--- src/hw/timer_pkg.sv ---
// Summary of operation
// - Two timers, each with 16-bit read/write register.
// - Writing a timer loads its count immediately.
// - First decrement on second selected tick edge.
// - Reaching zero raises that timer's interrupt.
// - Counters may be read at any time.
// - PLL mode offers 512 kHz and 2 kHz.
// - External mode offers 541 kHz and 2.115 kHz.
// - In external mode, bit 12 selects divide-by-26 500 kHz tick.
// - 500 kHz selection leaves peripheral tick unchanged.
// - Standby state stops both counters.
// - Free running or prescale mode, software selected.
// - Free running wraps to 0xffff on underflow.
// - Prescale reloads last written value on underflow.
// - Prescale gives periodic tick, first timer drives buzzer.
package timer_pkg;

    // ************************************************************
    // Clock rates and tick sources.
    // ************************************************************
    localparam int unsigned PCLK_HZ     = 10_000_000;
    localparam int unsigned PLL_FAST_HZ = 512_000;
    localparam int unsigned PLL_SLOW_HZ = 2_000;
    localparam int unsigned EXT_SRC_HZ  = 13_000_000;
    localparam int unsigned EXT_FAST_HZ = 541_000;
    localparam int unsigned EXT_SLOW_HZ = 2_115;
    localparam int unsigned OS_DIVIDE   = 26;
    localparam int unsigned OS_TICK_HZ  = EXT_SRC_HZ / OS_DIVIDE;
    localparam int unsigned ACC_W       = 24;
    localparam int unsigned NUM_TICKS   = 5;
    localparam int unsigned TICK_PLL_FAST = 0;
    localparam int unsigned TICK_PLL_SLOW = 1;
    localparam int unsigned TICK_EXT_FAST = 2;
    localparam int unsigned TICK_EXT_SLOW = 3;
    localparam int unsigned TICK_OS       = 4;

    // ************************************************************
    // Register offsets (byte addresses on the bus).
    // ************************************************************
    localparam logic [7:0] ADDR_FIRST_TIMER  = 8'h00;
    localparam logic [7:0] ADDR_SECOND_TIMER = 8'h04;
    localparam logic [7:0] ADDR_SYS_CTRL     = 8'h08;
    localparam logic [7:0] ADDR_SYS_CTRL2    = 8'h0c;
    localparam logic [7:0] ADDR_INT_STATUS   = 8'h10;
    localparam logic [7:0] ADDR_INT_CLEAR    = 8'h14;
    localparam logic [7:0] ADDR_INT_ENABLE   = 8'h18;

    // ************************************************************
    // Field positions and reset values.
    // ************************************************************
    localparam int unsigned FIRST_MODE_BIT  = 0;
    localparam int unsigned FIRST_CLK_BIT   = 1;
    localparam int unsigned SECOND_MODE_BIT = 2;
    localparam int unsigned SECOND_CLK_BIT  = 3;
    localparam int unsigned OS_TICK_BIT     = 12;
    localparam logic [15:0] COUNT_RESET     = 16'h0000;
    localparam logic [15:0] WRAP_VALUE      = 16'hffff;
    localparam logic [3:0]  CTRL_RESET      = 4'h0;

    // Tick step added to a rate accumulator every pclk cycle.
    localparam logic [ACC_W-1:0] STEP_PLL_FAST = ACC_W'(PLL_FAST_HZ);
    localparam logic [ACC_W-1:0] STEP_PLL_SLOW = ACC_W'(PLL_SLOW_HZ);
    localparam logic [ACC_W-1:0] STEP_EXT_FAST = ACC_W'(EXT_FAST_HZ);
    localparam logic [ACC_W-1:0] STEP_EXT_SLOW = ACC_W'(EXT_SLOW_HZ);
    localparam logic [ACC_W-1:0] STEP_OS       = ACC_W'(OS_TICK_HZ);
    localparam logic [ACC_W-1:0] ACC_WRAP      = ACC_W'(PCLK_HZ);

endpackage

--- src/hw/dual_down_counter_timers.sv ---
// Chosen here: the APB register port and the address map.
`timescale 1ns/10ps
module dual_down_counter_timers (
    // APB clock and reset.
    input  wire logic        pclk,
    input  wire logic        presetn,
    // APB slave port.
    input  wire logic        psel,
    input  wire logic        penable,
    input  wire logic        pwrite,
    input  wire logic [7:0]  paddr,
    input  wire logic [31:0] pwdata,
    output logic      [31:0] prdata,
    output logic             pready,
    output logic             pslverr,
    // System state pins.
    input  wire logic        clock_from_pll,
    input  wire logic        standby_state,
    // Outputs to the rest of the chip.
    output logic             irq,
    output logic             buzzer,
    output logic             periph_fast_tick
);

    // ************************************************************
    // State of the block.
    // ************************************************************
    typedef struct packed {
        logic                                      pll_meta;
        logic                                      pll_sync;
        logic                                      stby_meta;
        logic                                      stby_sync;
        logic [timer_pkg::NUM_TICKS-1:0][timer_pkg::ACC_W-1:0] acc;
        logic [1:0][15:0]                          count;
        logic [1:0][15:0]                          reload;
        logic [1:0]                                armed;
        logic [3:0]                                ctrl;
        logic                                      os_tick_divide_select;
        logic [1:0]                                status;
        logic [1:0]                                enable;
        logic [31:0]                               rdata;
        logic                                      ready;
        logic                                      err;
        logic                                      irq;
        logic                                      buzzer;
        logic                                      periph_tick;
    } state_s;

    state_s cur;
    state_s next_cur;

    // ************************************************************
    // Helper functions.
    // ************************************************************

    // Advances a rate accumulator; the top bit of the result is the tick.
    function automatic logic [timer_pkg::ACC_W:0] rate_step(
        input logic [timer_pkg::ACC_W-1:0] acc,
        input logic [timer_pkg::ACC_W-1:0] step
    );
        logic [timer_pkg::ACC_W-1:0] sum;
        sum = acc + step;
        if (sum >= timer_pkg::ACC_WRAP) begin
            rate_step = {1'b1, sum - timer_pkg::ACC_WRAP};
        end else begin
            rate_step = {1'b0, sum};
        end
    endfunction

    // Returns the step of one tick source.
    function automatic logic [timer_pkg::ACC_W-1:0] tick_step(input int unsigned idx);
        case (idx)
            timer_pkg::TICK_PLL_FAST: tick_step = timer_pkg::STEP_PLL_FAST;
            timer_pkg::TICK_PLL_SLOW: tick_step = timer_pkg::STEP_PLL_SLOW;
            timer_pkg::TICK_EXT_FAST: tick_step = timer_pkg::STEP_EXT_FAST;
            timer_pkg::TICK_EXT_SLOW: tick_step = timer_pkg::STEP_EXT_SLOW;
            default:                  tick_step = timer_pkg::STEP_OS;
        endcase
    endfunction

    // ************************************************************
    // Next-state logic.
    // ************************************************************

    // Computes the complete next state of the block.
    always_comb begin
        logic [timer_pkg::NUM_TICKS-1:0] tick;
        logic [timer_pkg::ACC_W:0]       stepped;
        logic                            fast_tick;
        logic                            slow_tick;
        logic [1:0]                      timer_tick;
        logic [1:0]                      mode_prescale;
        logic [1:0]                      clk_slow;
        logic [1:0]                      underflow;
        logic [1:0]                      clear_bits;
        logic                            setup;
        logic                            wr_take;
        tick          = '0;
        stepped       = '0;
        fast_tick     = 1'b0;
        slow_tick     = 1'b0;
        timer_tick    = 2'h0;
        underflow     = 2'h0;
        clear_bits    = 2'h0;
        mode_prescale = 2'h0;
        clk_slow      = 2'h0;
        setup         = 1'b0;
        wr_take       = 1'b0;
        next_cur      = cur;

        // Two-stage synchronisers for the state pins.
        next_cur.pll_meta  = clock_from_pll;
        next_cur.pll_sync  = cur.pll_meta;
        next_cur.stby_meta = standby_state;
        next_cur.stby_sync = cur.stby_meta;

        // All tick sources run from fractional rate accumulators.
        for (int unsigned i = 0; i < timer_pkg::NUM_TICKS; i++) begin
            stepped         = rate_step(cur.acc[i], tick_step(i));
            tick[i]         = stepped[timer_pkg::ACC_W];
            next_cur.acc[i] = stepped[timer_pkg::ACC_W-1:0];
        end

        // Fast and slow timer taps from the PLL or the external source.
        if (cur.pll_sync) begin
            fast_tick = tick[timer_pkg::TICK_PLL_FAST];
            slow_tick = tick[timer_pkg::TICK_PLL_SLOW];
        end else begin
            if (cur.os_tick_divide_select) begin
                fast_tick = tick[timer_pkg::TICK_OS];
            end else begin
                fast_tick = tick[timer_pkg::TICK_EXT_FAST];
            end
            slow_tick = tick[timer_pkg::TICK_EXT_SLOW];
        end

        // Peripheral tick ignores the divide select on purpose.
        next_cur.periph_tick = cur.pll_sync ? tick[timer_pkg::TICK_PLL_FAST]
                                            : tick[timer_pkg::TICK_EXT_FAST];

        // Per-timer mode and clock bits.
        mode_prescale[0] = cur.ctrl[timer_pkg::FIRST_MODE_BIT];
        mode_prescale[1] = cur.ctrl[timer_pkg::SECOND_MODE_BIT];
        clk_slow[0]      = cur.ctrl[timer_pkg::FIRST_CLK_BIT];
        clk_slow[1]      = cur.ctrl[timer_pkg::SECOND_CLK_BIT];

        // Counting on the selected tick, held off in standby.
        for (int t = 0; t < 2; t++) begin
            timer_tick[t] = (clk_slow[t] ? slow_tick : fast_tick) & ~cur.stby_sync;
            if (timer_tick[t]) begin
                if (!cur.armed[t]) begin
                    next_cur.armed[t] = 1'b1;
                end else if (cur.count[t] == 16'h0000) begin
                    if (mode_prescale[t]) begin
                        next_cur.count[t] = cur.reload[t];
                    end else begin
                        next_cur.count[t] = timer_pkg::WRAP_VALUE;
                    end
                end else begin
                    next_cur.count[t] = cur.count[t] - 16'h0001;
                    underflow[t]      = (cur.count[t] == 16'h0001);
                end
            end
        end

        // APB phases.
        setup   = psel & ~penable;
        wr_take = psel & penable & cur.ready & pwrite;

        // Register writes take effect at the completing edge.
        if (wr_take) begin
            case (paddr)
                timer_pkg::ADDR_FIRST_TIMER: begin
                    next_cur.count[0]  = pwdata[15:0];
                    next_cur.reload[0] = pwdata[15:0];
                    next_cur.armed[0]  = 1'b0;
                    underflow[0]       = 1'b0;
                end
                timer_pkg::ADDR_SECOND_TIMER: begin
                    next_cur.count[1]  = pwdata[15:0];
                    next_cur.reload[1] = pwdata[15:0];
                    next_cur.armed[1]  = 1'b0;
                    underflow[1]       = 1'b0;
                end
                timer_pkg::ADDR_SYS_CTRL: begin
                    next_cur.ctrl = pwdata[3:0];
                end
                timer_pkg::ADDR_SYS_CTRL2: begin
                    next_cur.os_tick_divide_select = pwdata[timer_pkg::OS_TICK_BIT];
                end
                timer_pkg::ADDR_INT_CLEAR: begin
                    clear_bits = pwdata[1:0];
                end
                timer_pkg::ADDR_INT_ENABLE: begin
                    next_cur.enable = pwdata[1:0];
                end
                default: begin
                    next_cur.enable = next_cur.enable;
                end
            endcase
        end

        // Sticky interrupt status; a new underflow beats a clear.
        next_cur.status = (cur.status & ~clear_bits) | underflow;
        next_cur.irq    = |(next_cur.status & next_cur.enable);

        // Buzzer toggles on each first-timer underflow.
        if (underflow[0]) begin
            next_cur.buzzer = ~cur.buzzer;
        end

        // Zero-wait answer: ready and the refusal flag stand for the access phase only.
        next_cur.ready = setup;
        next_cur.err   = 1'b0;
        if (setup) begin
            next_cur.rdata = 32'h0000_0000;
            case (paddr)
                timer_pkg::ADDR_FIRST_TIMER:  next_cur.rdata[15:0] = cur.count[0];
                timer_pkg::ADDR_SECOND_TIMER: next_cur.rdata[15:0] = cur.count[1];
                timer_pkg::ADDR_SYS_CTRL:     next_cur.rdata[3:0]  = cur.ctrl;
                timer_pkg::ADDR_SYS_CTRL2: begin
                    next_cur.rdata[timer_pkg::OS_TICK_BIT] = cur.os_tick_divide_select;
                end
                timer_pkg::ADDR_INT_STATUS:   next_cur.rdata[1:0]  = cur.status;
                timer_pkg::ADDR_INT_CLEAR:    next_cur.rdata[1:0]  = 2'h0;
                timer_pkg::ADDR_INT_ENABLE:   next_cur.rdata[1:0]  = cur.enable;
                default: begin
                    next_cur.err = 1'b1;
                end
            endcase
        end
    end

    // ************************************************************
    // State register.
    // ************************************************************

    // Registers the whole state; reset gives constants only.
    always_ff @(posedge pclk or negedge presetn) begin
        if (!presetn) begin
            cur                       <= '0;
            cur.count                 <= {timer_pkg::COUNT_RESET, timer_pkg::COUNT_RESET};
            cur.reload                <= {timer_pkg::COUNT_RESET, timer_pkg::COUNT_RESET};
            cur.ctrl                  <= timer_pkg::CTRL_RESET;
        end else begin
            cur <= next_cur;
        end
    end

    // ************************************************************
    // Outputs straight from the state register.
    // ************************************************************

    // Drives the ports from their flip-flops.
    assign prdata           = cur.rdata;
    assign pready           = cur.ready;
    assign pslverr          = cur.err;
    assign irq              = cur.irq;
    assign buzzer           = cur.buzzer;
    assign periph_fast_tick = cur.periph_tick;

endmodule // dual_down_counter_timers

--- config.mk ---
export PLATFORM = sky130hd
export DESIGN_NAME = dual_down_counter_timers
export DESIGN_NICKNAME = d
export VERILOG_FILES = /design/src/hw/timer_pkg.sv /design/src/hw/dual_down_counter_timers.sv
export SDC_FILE = /design/constraint.sdc
export NUM_CORES = 1
export LEC_CHECK = 0
export BUFFER_PORTS_ARGS = -buffer_cell sky130_fd_sc_hd__buf_2
export CORE_ASPECT_RATIO = 1.1
export CORE_MARGIN = 2
export CORE_UTILIZATION = 30
export CTS_BUF_LIST = sky130_fd_sc_hd__clkbuf_4 sky130_fd_sc_hd__clkbuf_8
export DETAILED_ROUTE_END_ITERATION = 12
export SYNTH_ARGS = -nofsm -noshare
export SYNTH_HDL_FRONTEND = slang
export SYNTH_SLANG_ARGS = --single-unit
--- constraint.sdc ---
create_clock -name pclk -period 4.35 [get_ports pclk]
set_clock_uncertainty 0.05 [all_clocks]
set_input_delay 0.2175 -clock pclk [delete_from_list [all_inputs] [get_ports pclk]]
set_output_delay 0.2175 -clock pclk [all_outputs]
set_load 0.02 [all_outputs]
Word-level counts from Yosys, hierarchy flattened
Index checks and enable logic that the tools add are counted.
{"block": "totals", "register_bits": 220, "latch_bits": 0, "ram_bits": 0, "mem_bits_ro": 0, "inputBits": 47, "output_inout_bits": 37, "word_cells": 121, "n_memories": 0}
{"block": "op_classes", "addsub": 12, "multipliers": 0, "n_div": 0, "magnitude_cmp": 5, "n_eq_ne": 8, "shift": 0, "mux": 50, "bitwise_logic": 13, "n_reduce_logical": 9}
{"cell": "$mux W16", "n": 12}
{"cell": "$mux W25", "n": 5}
{"cell": "$ge A24 B24 Y1 const B", "n": 5}
{"cell": "$sub A24 B24 Y24 const B", "n": 5}
{"cell": "$mux W71", "n": 1}
{"cell": "$add A24 B19 Y24 const B", "n": 2}
{"cell": "$eq A16 B1 Y1 const B", "n": 2}
{"cell": "$logic_not A16 Y1", "n": 2}
{"cell": "$sub A16 B1 Y16 const B", "n": 2}
{"cell": "$add A24 B11 Y24 const B", "n": 1}
{"cell": "$add A24 B12 Y24 const B", "n": 1}
{"cell": "$add A24 B20 Y24 const B", "n": 1}
{"cell": "$eq A8 B5 Y1 const B", "n": 3}
{"cell": "$mux W1", "n": 21}
{"cell": "$eq A8 B4 Y1 const B", "n": 2}
{"cell": "$pmux W8 S2", "n": 1}
{"cell": "$mux W2", "n": 5}
{"cell": "$pmux W2 S5", "n": 1}
{"cell": "$eq A8 B3 Y1 const B", "n": 1}
{"cell": "$logic_not A8 Y1", "n": 1}
{"cell": "$reduce_and A2 Y1", "n": 4}
{"cell": "$reduce_or A7 Y1", "n": 1}
{"cell": "$and A1 B1 Y1", "n": 6}
{"cell": "$pmux W2 S3", "n": 1}
{"cell": "other kinds (8)", "n": 11}

Depth between registers and ports, before layout
Gate-level depths: netlist of run 1.
{"block": "logic_depth", "ltp_word": 13, "ltp_mapped": 16, "mapped_depth_nobuf": 13}

Least setup slack after synthesis of run 1
Ideal clock, no wire load.
{"block": "synth_path", "kind": "reg2reg", "startpoint": "register cur[163] in the netlist's numbering", "endpoint": "register cur[102] in the netlist's numbering", "setup_time_ns": 0.137, "t_arrival_ns": 3.609, "t_required_ns": 4.163, "slack_ns": 0.554, "path_stages_with_launch": 14, "path_buffers": 2, "period_less_slack_ns": 3.796, "path_cell_list": "dfrtp_1 -> ha_1 -> buf_2 -> a211o_4 -> a41oi_4 -> nor2_1 -> o2111ai_1 -> xnor2_1 -> o221ai_2 -> a221o_1 -> a2111oi_4 -> buf_6 -> mux2i_1 -> a21oi_1"}
{"element": "start: declaration", "line_no": "dual_down_counter_timers.sv:49", "source": "state_s cur;"}
{"element": "start signal: assignment", "line_no": "dual_down_counter_timers.sv:246", "source": "cur <= next_cur;"}

==> results_dict.tcl, run 1 <==
set metrics [dict create \
    status "finished, final reports clean" \
    critPathBufInv 1 \
    powerDensity_nw_per_um2 300 \
    cts_max_path_buffers 3 \
    hold_depth 3 \
    grt_max_degree 115 \
    fmax_mhz 241 \
    dp_hpwl_mm 23.0 \
    nNetsFinal 1639 \
    mostFrequentLayoutCells "dfrtp_1, nand2_1, nor2_1, xnor2_1, a21oi_1" \
    hp-class "in2reg" \
    max_cap_viol_count 0 \
    drive_gt1_frac 0.129 \
    fin_setup_tns_ps 0 \
    synth_edf_count 0 \
    crit_fanout 14 \
    route.antenna.remaining_nets 0 \
    syn_to_final_growth_pct 13.1 \
    post-route-period-util 0.954 \
    synth_seq_cells 201 \
    hold_end "pslverr$_DFF_PN0_" \
    gr-max-usage-layer "met2" \
    final_cell_area_um2 15200 \
    crit_family "compound AO/OA/AOI/OAI gates" \
    p_int_uw 3330 \
    worstMarginPinSlew_ps 902 \
    clkPwrFrac 0.445 \
    p_comb_frac 0.101 \
    worstPathRequired_ps 4730 \
    critPathArrivalTime_ps 4530 \
    grt_usage 0.141 \
    avgSynthCellArea_um2 8.77 \
    worst_slack_ps 199 \
    async_reset_ff_frac 1.00 \
    drv_slew 0 \
    slew_headroom 0.399 \
    antenna_found_initial 1 \
    die-area_um2 46400 \
    post_dp_cell_area_um2 14100 \
    ctsHtreeMaxLevel 2 \
    io_buffer_count 51 \
    cp-start-kind "flop" \
    holdCritStartpoint "paddr[3]" \
    yosysTopAreaCellShare 0.375 \
    synth_warnings 0 \
    grt_first_pass_wirelength_mm 54.2 \
    ys_top_cells_by_area "dfrtp_1, xnor2_1, nand2_1" \
    clock_sinks 201 \
    rrSetupSlack_ps 200 \
    cpPeakStageDelay_ps 470 \
    ys_seq_area_frac 0.375 \
    crit_chain "ha_2, a21oi_1, xnor2_2, ha_1, nand4_1, nor2_1, nand2_1, o32ai_1, o221ai_2, a221o_1, a211o_1, buf_4, or4_1, a31o_2" \
    finalSetupViolCount 0 \
    io_pins 84 \
    grt_util_met3 0.0227 \
    cts_root_buf "clkbuf_8" \
    rows 81 \
    grt_pass1_vias 10812 \
    drc_errors 0 \
    worstSetupEndpointType "flop" \
    avgViaCountPerCell 5.16 \
    layout_commonest_cell "dfrtp_1" \
    grtUsageMet2 0.235 \
    wl_per_cell_um 14.9 \
    synth_area_um2 13400 \
    p_sw_frac 0.267 \
    syn_inst 1527 \
    worstRegToRegCells 14 \
    switchingPower_uw 1210 \
    yosys.cell_types.count 99 \
    die_w_um 205 \
    grtUsageMet1 0.187 \
    core_area_um2 44300 \
    timing.rr.end "cur[94]$_DFF_PN0_" \
    post_cts_buffers 0 \
    die_y_um 226 \
    place.gp.congestion 0.830 \
    overflow 0 \
    cts_buffers 39 \
    crit_slowest_cell "dfrtp_1" \
    crit_type "reg2reg" \
    detailedRoute.firstIterationViolations 675 \
    yosys.area.top_type "dfrtp_1" \
    cts_tree "built" \
    p_leak_uw 0.00631 \
    pwr-share-seq 0.453 \
    min_period_ps 4150 \
    firstDrtPassIters 7 \
    finalWirelength_mm 32.4 \
    via_count 11258 \
    clkTransAtPathRegs_ps 60 \
    ir_drop_mv 0.215 \
    synth_ff_type "dfrtp_1" \
    start_util 0.303 \
    clock_latency_ps 560 \
    r2r-start "cur[163]$_DFF_PN0_" \
    crit_start "cur[163]$_DFF_PN0_" \
    path_depth 14 \
    hold_viol 0 \
    dpl_worst_slack_ps 184 \
]
## sequential cells by signal (all words and copies together) (netlist names)
name	cells
cur	180
pready	1
irq	1
prdata	16
buzzer	1
periph_fast_tick	1
pslverr	1
## worst max path at each step
stage	to	slack [ps]
finish	cur[94]$_DFF_PN0_	200
global placement	cur[94]$_DFF_PN0_	250
CTS	cur[94]$_DFF_PN0_	130
global route	cur[94]$_DFF_PN0_	-3
floorplan	cur[102]$_DFF_PN0_	550
detailed placement	cur[94]$_DFF_PN0_	180
## tightest hold or removal path, stage by stage
cell     delay [ps]
buf_2           220
nand3_1         130
a21oi_1          70
## stage by stage
step                 util  instances  total power [uW]  hold slack, ps
finish              0.342       2180              4540            80.9
global route        0.342       2180              4780            72.2
floorplan               -       1542              2380            -128
global placement    0.318       2091              2530             278
detailed placement  0.318       2091              2540             282
CTS                 0.342       2179              4630            40.8
## timing repair
action / in CTS / in global routing
gates resized for setup: 0 / 5
hold buffers: 21 / 0
endpoints found under the hold margin: 180 / 0
setup endpoints to repair: 0 / 11
## layer usage
layer / vias to the layer above / share of wire
met4: 0 / 0.024
met3: 54 / 0.039
li1: 5483 / -
met2: 238 / 0.48
met5: - / 0
met1: 5483 / 0.46
## logic make-up after synthesis
family | synth area share
buffers and inverters | 0.0563
and+or+nand+nor | 0.221
muxes | 0.0442
DFF | 0.375
xor gates and xnor gates | 0.105
other | 0.000280
AOI/OAI and AO/OA | 0.179
adders and majority gates | 0.0187
## final cells by class
cell class	count	area, um2
sequential	201	5030
inverter	48	180
antenna	1	2.50
clock buffer	60	776
tap	581	727
clock inverter	7	65.1
fill	4546	29100
timing repair buffer	95	673
multi-input combinational	1187	7700
## power groups by stage
stage / logic (uW) / clock network (uW) / registers [uW]
2_1_floorplan: 327 / 0 / 2050
3_3_place_gp: 442 / 0 / 2090
3_5_place_dp: 446 / 0 / 2090
5_1_grt: 526 / 2190 / 2070
4_1_cts: 465 / 2100 / 2060
6_report: 461 / 2020 / 2060
## synth_stat cells, types with 20 or more instances
cell      instances
o21ai_0          70
ha_1             20
mux2i_1          40
a31oi_1          23
nor3_1           49
a21oi_1          75
buf_4            37
nand2_1         199
xnor2_1         109
clkbuf_1         46
nor3b_1          25
xor2_1           52
nor2_1          139
inv_1            48
nand3_1          45
dfrtp_1         201
No activity file was read; power rests on OpenSTA's default activity.
==> run 2, diff against run 1 <==
--- a/config.mk
+++ b/config.mk
@@ -5,7 +5,7 @@
 export SDC_FILE = /design/constraint.sdc
 export NUM_CORES = 1
 export LEC_CHECK = 0
-export BUFFER_PORTS_ARGS = -buffer_cell sky130_fd_sc_hd__buf_2
+export BUFFER_PORTS_ARGS = -buffer_cell sky130_fd_sc_hd__buf_4
 export CORE_ASPECT_RATIO = 1.1
 export CORE_MARGIN = 2
 export CORE_UTILIZATION = 30
==> results_dict.tcl, run 2 (same netlist as run 1, synthesis figures left out) <==
set metrics [dict create \
    grt_first_pass_wirelength_mm 54.2 \
    wl_per_cell_um 15.0 \
    regMostFlops "cur" \
    powerDensity_nw_per_um2 302 \
    drc_errors 0 \
    die-area_um2 46400 \
    min_period_ps 4040 \
    crit_chain "ha_1, and2_1, a2111oi_2, o221ai_1, a41oi_2, nor3_1, nor3b_1, a221o_1, a211o_1, buf_12, or4_1, a31o_2" \
    largest_reg_flops 180 \
    core_area_um2 44300 \
    antenna_found_initial 1 \
    status "finished, final reports clean" \
    overflow 0 \
    post-route-period-util 0.929 \
    clock_sinks 201 \
    layout_commonest_cell "dfrtp_1" \
    grt_pass1_vias 10708 \
    crit_slowest_cell "dfrtp_1" \
    hold_viol 0 \
    worstRegToRegCells 12 \
    io_buffer_count 51 \
    drive_gt1_frac 0.129 \
    crit_fanout 14 \
    worstSetupEndpointType "flop" \
    syn_to_final_growth_pct 14.4 \
    holdCritStartpoint "paddr[6]" \
    final_core_utilization 0.346 \
    fmax_mhz 247 \
    nFillCells 4568 \
    p_leak_uw 0.00638 \
    cts_root_buf "clkbuf_8" \
    crit_family "compound AO/OA/AOI/OAI gates" \
    die_w_um 205 \
    critPathArrivalTime_ps 4470 \
    firstDrtPassIters 5 \
    via_count 11158 \
    r2r-start "cur[213]$_DFF_PN0_" \
    nNetsFinal 1642 \
    slew_headroom 0.373 \
    fin_setup_tns_ps 0 \
    start_util 0.303 \
    hp-class "in2reg" \
    crit_type "reg2reg" \
    cp-start-kind "flop" \
    rsz0062_at_grt "false" \
    worstMarginPinSlew_ps 940 \
    hold_depth 4 \
    grt_max_degree 119 \
    timing.rr.end "cur[94]$_DFF_PN0_" \
    rrSetupSlack_ps 310 \
    place.gp.congestion 0.850 \
    grt_usage 0.141 \
    clock_latency_ps 590 \
    worstPathRequired_ps 4780 \
    dp_hpwl_mm 23.2 \
    rows 81 \
    finalSetupViolCount 0 \
    clkTransAtPathRegs_ps 60 \
    max_cap_viol_count 0 \
    cts_max_path_buffers 3 \
    cts_tree "built" \
    drv_slew 0 \
    hold_end "pslverr$_DFF_PN0_" \
    ir_drop_mv 0.195 \
    die_y_um 226 \
    cts_buffers 39 \
    mostFrequentLayoutCells "dfrtp_1, nand2_1, nor2_1, xnor2_1, a21oi_1" \
    finalWirelength_mm 32.7 \
    avgViaCountPerCell 5.11 \
    route.antenna.remaining_nets 0 \
    io_pins 84 \
    ctsHtreeMaxLevel 2 \
    critPathBufInv 1 \
    detailedRoute.firstIterationViolations 640 \
    cpPeakStageDelay_ps 450 \
]
==> run 2: changes by cell type in the layout (fill, tap and decap cells not counted), moves of 2 or more <==
cell           delta
buf_2            -50
buf_4            +50
clkbuf_4          -4
clkinv_2          +3
clkinvlp_4        -2
dlygate4sd3_1     +2
inv_8             +2
==> run 2: area by class of cell <==
type	count	area, um2	area share
Sequential cell	201	5030	0.328
Multi-Input combinational cell	1187	7690	0.502
Timing Repair Buffer	98	838	0.0547
Clock buffer	57	759	0.0495
Inverter	48	180	0.0118
Antenna cell	1	2.50	0.000163
Tap cell	581	727	0.0474
Clock inverter	11	104	0.00677
==> run 2: how the worst max path moves through the flow <==
stage / from / to / slack [ps] / depth (start not counted)
final: cur[213]$_DFF_PN0_ / cur[94]$_DFF_PN0_ / 310 / 12
after detailed placement: cur[164]$_DFF_PN0_ / cur[94]$_DFF_PN0_ / 170 / 14
after global routing: cur[164]$_DFF_PN0_ / cur[94]$_DFF_PN0_ / 9 / 14
after floorplan: cur[163]$_DFF_PN0_ / cur[102]$_DFF_PN0_ / 550 / 13
after global placement: cur[164]$_DFF_PN0_ / cur[94]$_DFF_PN0_ / 190 / 14
after CTS: cur[164]$_DFF_PN0_ / cur[94]$_DFF_PN0_ / 160 / 14
==> run 2: per-layer routing <==
metal | wire length, um | track usage | up-vias
met5 | 0 | 0 | -
met4 | 857 | 0.0473 | 0
met2 | 15800 | 0.238 | 204
met1 | 14900 | 0.184 | 5410
met3 | 1200 | 0.0216 | 58
li1 | - | - | 5486
==> run 2: stage by stage <==
stage / power [uW] / instance area (um2) / hold WS, ps / cells / setup WS (ps)
2_1_floorplan: 2380 / 13500 / -128 / 1542 / 554
3_3_place_gp: 2540 / 14200 / 279 / 2092 / 186
3_5_place_dp: 2550 / 14200 / 278 / 2092 / 174
4_1_cts: 4710 / 15300 / 33.4 / 2183 / 163
5_1_grt: 4860 / 15300 / 97.8 / 2184 / 9.10
6_report: 4630 / 15300 / 70.5 / 2184 / 307
==> run 2: worst register-to-register path, cell delays in order (launching register included) <==
cell and delay [ps]:
dfrtp_1 450, ha_1 300, and2_1 220, a2111oi_2 410, o221ai_1 220, a41oi_2 300, nor3_1 110, nor3b_1 190
a221o_1 450, a211o_1 420, buf_12 190, or4_1 400, a31o_2 250
==> run 2: power breakdown <==
part	switching, uW	internal (uW)
logic	262	211
registers	120	1940
clock network	900	1190
==> run 2: repair_timing <==
item	in CTS	in global routing
resized for setup	0	3
endpoints found under the hold margin	192	0
setup buffers	0	0
hold buffers	23	0
endpoints found under the setup margin	0	6
==> run 3, diff against run 2 <==
--- a/config.mk
+++ b/config.mk
@@ -5,6 +5,7 @@
 export SDC_FILE = /design/constraint.sdc
 export NUM_CORES = 1
 export LEC_CHECK = 0
+export ABC_AREA = 1
 export BUFFER_PORTS_ARGS = -buffer_cell sky130_fd_sc_hd__buf_4
 export CORE_ASPECT_RATIO = 1.1
 export CORE_MARGIN = 2
==> results_dict.tcl, run 3 <==
set metrics [dict create \
    yosysTopAreaCellShare 0.375 \
    nNetsFinal 2059 \
    detailedRoute.firstIterationViolations 569 \
    max_cap_viol_count 0 \
    worstPathRequired_ps 4830 \
    cp-start-kind "flop" \
    ir_drop_mv 0.151 \
    synth_compound_area_frac 0.0779 \
    cts_root_buf "clkbuf_8" \
    hp-class "in2reg" \
    grt_max_degree 119 \
    synth_warnings 0 \
    crit_top_cell "nand2_1" \
    die_w_um 206 \
    powerDensity_nw_per_um2 338 \
    core_area_um2 44300 \
    final_core_utilization 0.346 \
    worst_slack_ps 818 \
    grt_first_pass_wirelength_mm 58.1 \
    ctsHtreeMaxLevel 2 \
    post-route-period-util 0.812 \
    hold_viol 0 \
    cts_max_path_buffers 3 \
    rows 81 \
    synth_edf_count 0 \
    async_reset_ff_frac 1.00 \
    fmax_mhz 283 \
    synth_fa_ha_area_frac 0.0187 \
    critPathArrivalTime_ps 4010 \
    min_period_ps 3530 \
    synth_area_um2 13400 \
    ctsResizeCount 0 \
    firstDrtPassIters 7 \
    via_count 12223 \
    syn_to_final_growth_pct 14.4 \
    avgViaCountPerCell 4.70 \
    crit_chain "ha_1, nand2_1, nand2_1, nand2_1, xor2_1, o21ai_1, nand3_1, nand2_1, nand4_1, nand2_1, nand2_1, nand2_1, nand3_2, nand3_4, nand2_4, nand2_1, nand2_1, nand2_1, nand2_1" \
    die_y_um 226 \
    crit_slowest_cell "dfrtp_1" \
    crit_fanout 18 \
    io_pins 84 \
    antenna_found_initial 1 \
    synthMuxAreaShare 0.000747 \
    ys_top_cells_by_area "dfrtp_1, nand2_1, nand3_1" \
    synth_commonest_cells "nand2_1, dfrtp_1, inv_1, nor2_1, nand3_1" \
    rsz0062_at_grt "false" \
    grt_usage 0.153 \
    io_buffer_count 51 \
    p_leak_uw 0.00771 \
    route.antenna.remaining_nets 0 \
    synth_seq_cells 201 \
    cts_buffers 37 \
    start_util 0.303 \
    dpl_worst_slack_ps 846 \
    fin_setup_tns_ps 0 \
    drc_errors 0 \
    place.gp.congestion 0.903 \
    layout_commonest_cell "nand2_1" \
    syn_inst 1926 \
    dp_hpwl_mm 25.1 \
    drive_gt1_frac 0.0946 \
    worstSetupEndpointType "flop" \
    cts_tree "built" \
    crit_type "reg2reg" \
    critPathBufInv 0 \
    finalSetupViolCount 0 \
    clock_latency_ps 600 \
    yosys.cell_types.count 52 \
    synth_xor_area_frac 0.0790 \
    synth_ff_type "dfrtp_1" \
    clock_sinks 201 \
    yosys.area.top_type "dfrtp_1" \
    ys_seq_area_frac 0.375 \
    finalWirelength_mm 34.6 \
    overflow 0 \
    grt_pass1_vias 12246 \
    worstMarginPinSlew_ps 962 \
    synth_top_family_by_area "simple AND/OR/NAND/NOR gates" \
    avgSynthCellArea_um2 6.96 \
    yosys.area_share.simple 0.356 \
    mostFrequentLayoutCells "nand2_1, dfrtp_1, inv_1, nor2_1, nand3_1" \
    yosysMostFrequentCell "nand2_1" \
    clkTransAtPathRegs_ps 60 \
    regMostFlops "cur" \
    die-area_um2 46400 \
    wl_per_cell_um 13.3 \
    cpPeakStageDelay_ps 410 \
    drv_slew 0 \
    largest_reg_flops 180 \
    status "finished, final reports clean" \
    slew_headroom 0.358 \
    crit_family "simple AND/OR/NAND/NOR gates" \
]
run 3: changes by cell type in the layout (fill, tap and decap cells not counted), sizes merged, moves of 24 or more:
cell / change
mux2i: -39
xor2: +37
a21oi: -24
nor3b: -26
nor3: -30
nand2: +499
nor2: +52
inv: +163
xnor2: -78
nand3: +123
run 3: metal layers:
| layer | track usage | share of wire |
|---|---|---|
| met1 | 0.187 | 0.44 |
| met2 | 0.263 | 0.48 |
| met3 | 0.0227 | 0.043 |
| met4 | 0.0703 | 0.034 |
| met5 | 0 | 0 |
run 3: cell families (layout without fill, tap and decap cells):
logic type | after synthesis | in the layout
simple gates | 1124 | 1124
fa+ha+maj | 20 | 20
compound gates | 175 | 175
mux | 1 | 1
xor+xnor | 120 | 120
buf+inv | 284 | 363
flops | 201 | 201
other cells | 1 | 17
run 3: power breakdown:
group	switching, uW	internal [uW]	total (uW)	leakage, uW
registers	157	1980	2140	0.00249
clock network	879	1310	2190	0.000468
logic	518	328	846	0.00476
total	1550	3620	5180	0.00771
run 3: cell type report:
| cell class | instances | area (um2) |
|---|---|---|
| clock inverters | 12 | 170 |
| flip-flops and latches | 201 | 5030 |
| fillers | 4642 | 29000 |
| clock buffers | 55 | 726 |
| repair buffers | 78 | 662 |
| diodes | 1 | 2.50 |
| inverters | 218 | 821 |
| multi-input cells | 1456 | 7190 |
| well taps | 581 | 727 |
run 3: repair_timing:
action                                 CTS  global route
setup buffers                            0             0
hold buffers                            23             0
endpoints found under the hold margin  151             0
run 3: per-stage QoR:
step	total power, uW	std cells	cell area, um2	hold slack (ps)
after floorplan	2750	1941	13500	-128
after global placement	2970	2511	14200	264
after detailed placement	2980	2511	14200	276
after CTS	5230	2601	15300	1.90
after global routing	5440	2602	15300	45.6
final	5180	2602	15300	53.2
run 3: worst min-delay path: stages:
cell and delay [ps]:
buf_4 100, nor3_1 60, nand2_1 100, o31ai_1 70
nand2_1 70
run 3: worst paths after layout:
kind,cells after the start,slack (ps),startpoint,endpoint
setup / recovery,19,820,cur[213]$_DFF_PN0_,cur[82]$_DFF_PN0_
min in group asynchronous,2,150,presetn,cur[192]$_DFF_PN0_
hold reg to reg,0,300,cur[235]$_DFF_PN0_,cur[234]$_DFF_PN0_
hold / removal,5,50,paddr[3],cur[40]$_DFF_PN0_
max in group asynchronous,3,2960,presetn,cur[109]$_DFF_PN0_
setup reg to reg,19,820,cur[213]$_DFF_PN0_,cur[82]$_DFF_PN0_
